**src/include/pmc_defines.vh**
```
/*
 Constants for the power mode controller: register offsets, field positions,
 reset values and timing counts. Assumes inclusion by bare name.
*/
`ifndef PMC_DEFINES_VH
`define PMC_DEFINES_VH

`define PMC_ADDR_W           8
`define PMC_OFF_POWER_CTRL   8'h87
`define PMC_OFF_OSC_CTRL     8'h88
`define PMC_OFF_WAKE_CTRL    8'h89
`define PMC_OFF_STATUS       8'h8A
`define PMC_RST_POWER_CTRL   8'h00
`define PMC_RST_OSC_CTRL     8'h00
`define PMC_RST_WAKE_CTRL    8'h00

`define PMC_BIT_IDLE         0
`define PMC_BIT_STOP         1
`define PMC_GF_LSB           2
`define PMC_GF_MSB           7
`define PMC_BIT_SUSPEND      5
`define PMC_BIT_ZTC_SEEN     0
`define PMC_BIT_CMP_WAKE_EN  0

`define PMC_MODE_RUN         3'h0
`define PMC_MODE_IDLE        3'h1
`define PMC_MODE_STOP        3'h2
`define PMC_MODE_SUSPEND     3'h3
`define PMC_MODE_OSC_WAIT    3'h4

`define PMC_CLK_MHZ          25
`define PMC_MCD_TIMEOUT_US   100
`define PMC_MCD_CYCLES       (`PMC_MCD_TIMEOUT_US * `PMC_CLK_MHZ)
`define PMC_OSC_START_NS     1000
`define PMC_OSC_START_CYC    ((`PMC_OSC_START_NS * `PMC_CLK_MHZ + 999) / 1000)

`endif

```
**src/hw/pmc_power_ctrl.v**
```verilog
/*
 Power mode controller: idle, stop and suspend sequencing, the power mode
 control register and a small oscillator/wake control set.
 Assumes the core pulses insn_done_in at each instruction boundary, all
 wake inputs synchronous to clk_in, and any device reset drives nrst_in.
*/
// How it works
// RULE_01: Idle bit halts core clock at boundary
// RULE_02: Idle keeps state, peripheral clocks stay on
// RULE_03: Enabled interrupt clears idle, core resumes
// RULE_04: Reset in any mode restarts from zero
// RULE_05: Software follows idle with multi-byte instruction
// RULE_06: Enabled watchdog expiry resets out of idle
// RULE_07: Stop bit halts oscillator, core, peripherals
// RULE_08: Stop leaves analog; only detector active
// RULE_09: Only reset leaves stop, never interrupts
// RULE_10: Missing-clock detector resets after stop timeout
// RULE_11: Suspend bit halts core and fast oscillator
// RULE_12: Suspend retains state; port match still watched
// RULE_13: Port match, comparator low, reset end suspend
// RULE_14: Suspend wake resumes next; handler runs first
// RULE_15: Firmware sets tempco enable before suspend
// RULE_16: Bits seven to two are plain flags
// RULE_17: Stop and idle bits read zero
// RULE_18: Wake restarts oscillator, holds core until ready
// RULE_19: Entry only at instruction completion boundary
`timescale 1ns/1ns
`include "pmc_defines.vh"
module pmc_power_ctrl #(
   parameter MCD_CYCLES   = `PMC_MCD_CYCLES,
   parameter OSC_START_CY = `PMC_OSC_START_CYC
) (
   input  wire        clk_in,            // System clock, 25 MHz
   input  wire        nrst_in,           // Any device reset, active low
   input  wire [7:0]  addr_in,           // Register address
   input  wire [7:0]  wdata_in,          // Register write data
   input  wire        wr_in,             // Write strobe
   input  wire        rd_in,             // Read strobe
   output reg  [7:0]  rdata_out,         // Read data, cycle after strobe
   input  wire        insn_done_in,      // Core instruction completes
   input  wire        irq_pending_in,    // Enabled interrupt asserted
   input  wire        wdt_enable_in,     // Watchdog enabled by software
   input  wire        wdt_expire_in,     // Watchdog expiry pulse
   input  wire        mcd_enable_in,     // Missing-clock detector enabled
   input  wire        port_match_in,     // Port match comparison hit
   input  wire        cmp_low_in,        // Comparator output low
   input  wire        osc_ready_in,      // Fast oscillator stable
   output wire        cpu_clk_en_out,    // Core clock enable
   output wire        periph_clk_en_out, // Digital peripheral clock enable
   output wire        int_osc_en_out,    // Internal fast oscillator enable
   output wire        irq_en_out,        // Interrupt logic active
   output wire        wdt_run_out,       // Watchdog may count
   output wire        port_match_en_out, // Port match logic active
   output wire        reset_req_out,     // Internal reset request
   output wire [2:0]  mode_out           // Current power mode
);
   reg [5:0] general_flags_q;
   reg       idle_req_q;
   reg       stop_req_q;
   reg       suspend_req_q;
   reg       zero_tempco_enable_q;
   reg       cmp_wake_en_q;
   reg [2:0] mode_q;
   reg [2:0] mode_d;
   reg [15:0] osc_cnt_q;
   reg       rst_req_q;
   wire      mcd_expired;
   wire      wr_pwr = wr_in && (addr_in == `PMC_OFF_POWER_CTRL);
   wire      wr_osc = wr_in && (addr_in == `PMC_OFF_OSC_CTRL);
   wire      wr_wake = wr_in && (addr_in == `PMC_OFF_WAKE_CTRL);
   wire      in_run = (mode_q == `PMC_MODE_RUN);
   wire      suspend_wake = port_match_in || (cmp_wake_en_q && cmp_low_in);  // RULE_13
   wire [15:0] osc_limit = OSC_START_CY[15:0];

   // Timeout in stop only; detector counts on its own slow source in silicon
   pmc_timeout #(
      .WIDTH (16),
      .LIMIT (MCD_CYCLES)
   ) u_mcd (
      .clk_in      (clk_in),
      .nrst_in     (nrst_in),
      .run_in      (mcd_enable_in && (mode_q == `PMC_MODE_STOP)),  // RULE_10
      .expired_out (mcd_expired)
   );

   // Register file
   always @(posedge clk_in or negedge nrst_in) begin
      if (!nrst_in) begin
         general_flags_q      <= 6'h00;
         idle_req_q           <= 1'b0;
         stop_req_q           <= 1'b0;
         suspend_req_q        <= 1'b0;
         zero_tempco_enable_q <= 1'b0;
         cmp_wake_en_q        <= 1'b0;
      end else begin
         if (wr_pwr) begin
            general_flags_q <= wdata_in[`PMC_GF_MSB:`PMC_GF_LSB];  // RULE_16
            idle_req_q      <= wdata_in[`PMC_BIT_IDLE];
            stop_req_q      <= wdata_in[`PMC_BIT_STOP];
         end else if (insn_done_in && in_run) begin
            // Request consumed at the boundary, so it never re-arms
            idle_req_q <= 1'b0;
            stop_req_q <= 1'b0;
         end
         if (wr_osc) begin
            suspend_req_q        <= wdata_in[`PMC_BIT_SUSPEND];
            zero_tempco_enable_q <= wdata_in[`PMC_BIT_ZTC_SEEN];  // RULE_15
         end else if (insn_done_in && in_run) begin
            suspend_req_q <= 1'b0;
         end
         if (wr_wake) begin
            cmp_wake_en_q <= wdata_in[`PMC_BIT_CMP_WAKE_EN];
         end
      end
   end

   // Mode sequencer
   always @* begin
      mode_d = mode_q;
      case (mode_q)
         `PMC_MODE_RUN: begin
            if (insn_done_in && !wr_pwr && !wr_osc) begin  // RULE_19
               if (stop_req_q) begin
                  mode_d = `PMC_MODE_STOP;  // RULE_07
               end else if (suspend_req_q) begin
                  mode_d = `PMC_MODE_SUSPEND;  // RULE_11
               end else if (idle_req_q) begin
                  mode_d = `PMC_MODE_IDLE;  // RULE_01
               end
            end
         end
         `PMC_MODE_IDLE: begin
            if (irq_pending_in) begin
               mode_d = `PMC_MODE_RUN;  // RULE_03
            end
         end
         `PMC_MODE_STOP: begin
            mode_d = `PMC_MODE_STOP;  // RULE_09
         end
         `PMC_MODE_SUSPEND: begin
            if (suspend_wake) begin
               mode_d = `PMC_MODE_OSC_WAIT;  // RULE_18
            end
         end
         `PMC_MODE_OSC_WAIT: begin
            if (osc_ready_in && (osc_cnt_q >= osc_limit)) begin
               mode_d = `PMC_MODE_RUN;  // RULE_14
            end
         end
         default: begin
            mode_d = `PMC_MODE_RUN;
         end
      endcase
   end

   always @(posedge clk_in or negedge nrst_in) begin
      if (!nrst_in) begin
         mode_q    <= `PMC_MODE_RUN;  // RULE_04
         osc_cnt_q <= 16'h0000;
         rst_req_q <= 1'b0;
      end else begin
         mode_q <= mode_d;
         if (mode_q == `PMC_MODE_OSC_WAIT) begin
            if (osc_cnt_q != osc_limit) begin
               osc_cnt_q <= osc_cnt_q + 16'h0001;
            end
         end else begin
            osc_cnt_q <= 16'h0000;
         end
         // Held until the external reset logic pulls nrst_in
         if ((mode_q == `PMC_MODE_IDLE) && wdt_enable_in && wdt_expire_in) begin
            rst_req_q <= 1'b1;  // RULE_06
         end else if (mcd_expired) begin
            rst_req_q <= 1'b1;  // RULE_10
         end
      end
   end

   // Read port
   always @(posedge clk_in or negedge nrst_in) begin
      if (!nrst_in) begin
         rdata_out <= 8'h00;
      end else if (rd_in) begin
         case (addr_in)
            `PMC_OFF_POWER_CTRL: rdata_out <= {general_flags_q, 2'b00};  // RULE_17
            `PMC_OFF_OSC_CTRL:   rdata_out <= {2'b00, suspend_req_q, 4'h0, zero_tempco_enable_q};
            `PMC_OFF_WAKE_CTRL:  rdata_out <= {7'h00, cmp_wake_en_q};
            `PMC_OFF_STATUS:     rdata_out <= {4'h0, rst_req_q, mode_q};
            default:             rdata_out <= 8'h00;
         endcase
      end else begin
         rdata_out <= 8'h00;
      end
   end

   // Register and memory clocks are never gated off; idle gates only the core, stop and suspend gate the peripherals too
   assign cpu_clk_en_out    = in_run;  // RULE_01
   assign periph_clk_en_out = in_run || (mode_q == `PMC_MODE_IDLE);  // RULE_02
   assign irq_en_out        = (mode_q != `PMC_MODE_STOP);  // RULE_08
   assign wdt_run_out       = wdt_enable_in && (in_run || (mode_q == `PMC_MODE_IDLE));  // RULE_06
   assign int_osc_en_out    = (mode_q != `PMC_MODE_STOP) && (mode_q != `PMC_MODE_SUSPEND);  // RULE_18
   assign port_match_en_out = (mode_q != `PMC_MODE_STOP);  // RULE_12
   assign reset_req_out     = rst_req_q;
   assign mode_out          = mode_q;
endmodule // pmc_power_ctrl

```
**src/hw/pmc_timeout.v**
```verilog
/*
 Saturating timeout counter: counts while run_in is high, clears otherwise,
 and flags expiry. Assumes single synchronous clock domain.
*/
`timescale 1ns/1ns
module pmc_timeout #(
   parameter WIDTH = 16,
   parameter LIMIT = 2500
) (
   input  wire             clk_in,      // System clock
   input  wire             nrst_in,     // Async reset, active low
   input  wire             run_in,      // Count enable, clears when low
   output wire             expired_out  // Limit reached
);
   reg [WIDTH-1:0] count_q;
   wire [WIDTH-1:0] limit_w = LIMIT[WIDTH-1:0];

   always @(posedge clk_in or negedge nrst_in) begin
      if (!nrst_in) begin
         count_q <= {WIDTH{1'b0}};
      end else if (!run_in) begin
         count_q <= {WIDTH{1'b0}};
      end else if (count_q != limit_w) begin
         count_q <= count_q + {{(WIDTH-1){1'b0}}, 1'b1};
      end
   end

   assign expired_out = run_in && (count_q == limit_w);
endmodule // pmc_timeout

```
**config.mk**
```make
export PLATFORM = sky130hd
export DESIGN_NAME = pmc_power_ctrl
export DESIGN_NICKNAME = d
export VERILOG_FILES = /design/src/hw/pmc_power_ctrl.v /design/src/hw/pmc_timeout.v
export VERILOG_INCLUDE_DIRS = /design/src /design/src/include
export SDC_FILE = /design/constraint.sdc
export NUM_CORES = 1
export LEC_CHECK = 0
export ABC_CLOCK_PERIOD_IN_PS = 1700
export BUFFER_PORTS_ARGS = -buffer_cell sky130_fd_sc_hd__buf_2
export CORE_MARGIN = 2
export CORE_UTILIZATION = 50
export CTS_CLUSTER_DIAMETER = 120
export DETAILED_ROUTE_END_ITERATION = 7
export GPL_TIMING_DRIVEN = 0
export MAX_ROUTING_LAYER = met4
export PLACE_DENSITY = 0.75
export SETUP_SLACK_MARGIN = 0.4
export SYNTH_ARGS = -nofsm -noshare
export SYNTH_HDL_FRONTEND = slang
export SYNTH_HIERARCHICAL = 1
export SYNTH_SLANG_ARGS = --single-unit
export TNS_END_PERCENT = 30
```
**constraint.sdc**
```tcl
create_clock -name clk_in -period 1.7 [get_ports clk_in]
set_input_delay 0.17 -clock clk_in [delete_from_list [all_inputs] [get_ports clk_in]]
set_output_delay 0.17 -clock clk_in [all_outputs]
set_load 0.01 [all_outputs]
```
==> impl_metrics.toml <==
[setup_path]
startpoint_type = "flop"
critPathMaxFanout = 4
crit_type = "reg -> reg"
end_kind = "flop"
path_cells = "nand4_4 -> or3_4 -> buf_6 -> or3_4 -> a21oi_2"
critPathMaxStageDelay_ns = 0.43
cp.required_ns = 1.94
cp_data_arrival_time_ns = 1.88
cp_slowest_cell = "dfrtp_1"
path_common_cell = "or3_4"

[grt]
antenna_found_initial = 0
grt_pass1_wl_um = 11300
grt_max_degree = 56
grt_use_total_pct = 24.0
first_global_vias = 2341
grt.overflow.total = 0

[synth]
ys_seq_elements = 55
synth_top_area_cell = "dfrtp_1"
synth_area_leaders = "dfrtp_1 50%, nor2_1 3.9%, mux2_2 3.2%"
async_reset_ff_share_pct = 100
ys_seq_area_share_pct = 49.5
synth_nets = 307
synth_edf_count = 0
yosys-top-cells-count = "55 x dfrtp_1, 29 x nor2_1, 18 x nand2_1, 14 x nand3_1, 13 x a21oi_1"
synth_top_area_share_pct = 49.5
postSynthAreaPerCell_sq_um = 10.1
synth.cell_area_sq_um = 2780
synthCells = 274
yosysUniqueCellTypes = 48
yosys_warnings = 6
ys.flop_type = "dfrtp_1"
yosysMostFrequentCell = "dfrtp_1"

[route]
remaining_drc_errors = 0
drt-initial-drc-count = 141
detail_route.wl_per_cell_um = 17.2
vias = 2586
avgViaCountPerCell = 5.70
drt_first_pass_iters = 4
ant_nets = 0
drt_wl_total_um = 7810

[layout]
final_layout_size_suffix_gt1_share_pct = 48.2
area_growth_pct = 43.3
stdcell_area_sq_um = 3990
num-fill-cells = 356
nNetsFinal = 414
diodes = 0
final_core_util_pct = 73.3

[placed_design]
gp_congestion = 0.835
place.port_buffers = 45
place_area_sq_um = 3120
hpwl_um = 4230

[pwr]
p_leak_uw = 0.00185
powerDensity_nw_per_um2 = 577
power_uw = 2300
ir_worst_vdd_mv = 0.471

[timing]
tightest_slew_ns = 0.456
setup_tns_ns = 0
finalCritPeriodShare_pct = 96.2
finalHoldViolCount = 0
fmax_ghz = 0.612
holdWs_ns = 0.0834
slew_viol_final = 0
setup_violations = 0
relSlewSlack_pct = 69.3
fin_skew_ns = 0.00454
finalCriticalPeriod_ns = 1.63
rsz0062_at_grt = "yes"

[floorplanning]
die-area_sq_um = 6170
pin_count = 46
fp-row-count = 27
die_w_um = 78.6
die_y_um = 78.6
core_area_sq_um = 5440
start_util_pct = 51.1

[job]
cap_viol_max_count = 0

[worst_hold_path]
hp-class = "in -> reg"

[cts]
cts_root_buffer = "clkbuf_8"
cts_tree = "built"
cts_buffers = 5
cts_num_sinks = 55
clockBufferDepth = 2
insertion_delay_ns = 0.31
cts.clk_slew.worst_paths_ns = 0.10
cts_max_level = 2

[status]
status = "completed"
## placed cells by master (no fill, tap or decap), drive strengths merged, types with 10 or more instances in the layout
master,synthesis,routed
a21oi,13,13
and3,11,11
buf,3,103
clkbuf,6,11
dfrtp,55,55
nand2,18,18
nand3,14,14
nand4,13,13
nor2,29,29
xor2,10,10
## final cells by class
cell class / instances / area, sq um / share of cell area [%]
Inverter: 9 / 38.8 / 0.973
Buffer: 9 / 120 / 3.01
Tap cell: 72 / 90.1 / 2.26
Timing Repair Buffer: 100 / 674 / 16.9
Sequential cell: 55 / 1390 / 34.8
Clock inverter: 2 / 12.5 / 0.314
Multi-Input combinational cell: 201 / 1590 / 39.9
Clock buffer: 6 / 72.6 / 1.82
## where the power goes
group	switching [uW]	internal (uW)
combinational	132	118
clock	424	289
sequential	12.5	1320
## logic make-up after synthesis
kind of cell	Yosys count	share of synthesized area [%]
simple gates	130	26.9
flops	55	49.5
compound gates	36	8.15
xor+xnor	18	5.67
buf+inv	18	2.88
mux	12	4.68
fa+ha+maj	5	2.25
## sequential cells by signal, indices dropped and copies added, names as in the netlist
name and count:
stop_req_q 1, u_mcd/count_q 16, cmp_wake_en_q 1, osc_cnt_q 16, reset_req_out 1, general_flags_q 6
mode_out 3, rdata_out 8, suspend_req_q 1, idle_req_q 1, zero_tempco_enable_q 1
## worst paths after layout
path / slack (ns) / depth (start not counted) / startpoint / endpoint
setup / recovery: 0.07 / 5 / osc_cnt_q[6]$_DFFE_PN0P_ / osc_cnt_q[15]$_DFFE_PN0P_
hold / removal: 0.08 / 2 / wdata_in[4] / general_flags_q[2]$_DFFE_PN0P_
setup reg to reg: 0.07 / 5 / osc_cnt_q[6]$_DFFE_PN0P_ / osc_cnt_q[15]$_DFFE_PN0P_
hold reg to reg: 0.52 / 1 / general_flags_q[3]$_DFFE_PN0P_ / general_flags_q[3]$_DFFE_PN0P_
max in group asynchronous: 0.86 / 3 / nrst_in / osc_cnt_q[3]$_DFFE_PN0P_
min in group asynchronous: 0.29 / 2 / nrst_in / u_mcd/count_q[14]$_DFFE_PN0P_
## worst max-delay path: cells and delay by family, from the launching register on
kind | cells | cell delay [ns]
simple gates | 3 | 0.86
flops | 1 | 0.43
compound gates | 1 | 0.14
buf+inv | 1 | 0.13
## metal layers
layer  vias to the layer above  GRT usage, %  part of all wire [%]
li1                       1200             -                     -
met1                      1290          31.3                    41
met2                        75          38.5                    53
met3                        21          2.87                   3.4
met4                         0          8.95                   3.2
met5                         -             -                     0
## stage by stage
step	setup slack [ns]	std cells
2_1_floorplan	0.0919	274
3_3_place_gp	-0.0893	391
3_5_place_dp	-0.102	391
4_1_cts	0.139	430
5_1_grt	0.0130	454
6_report	0.0653	454
## timing repair
action                     4_1_cts  5_1_grt
setup endpoints to repair       56       59
cloned                           1        0
buffers inserted                30       22
gates resized for setup         32       55
hold buffers                     0        1
hold endpoints to repair         0       14
pin swaps                       11       29
Power figures use the tool's default switching activity.
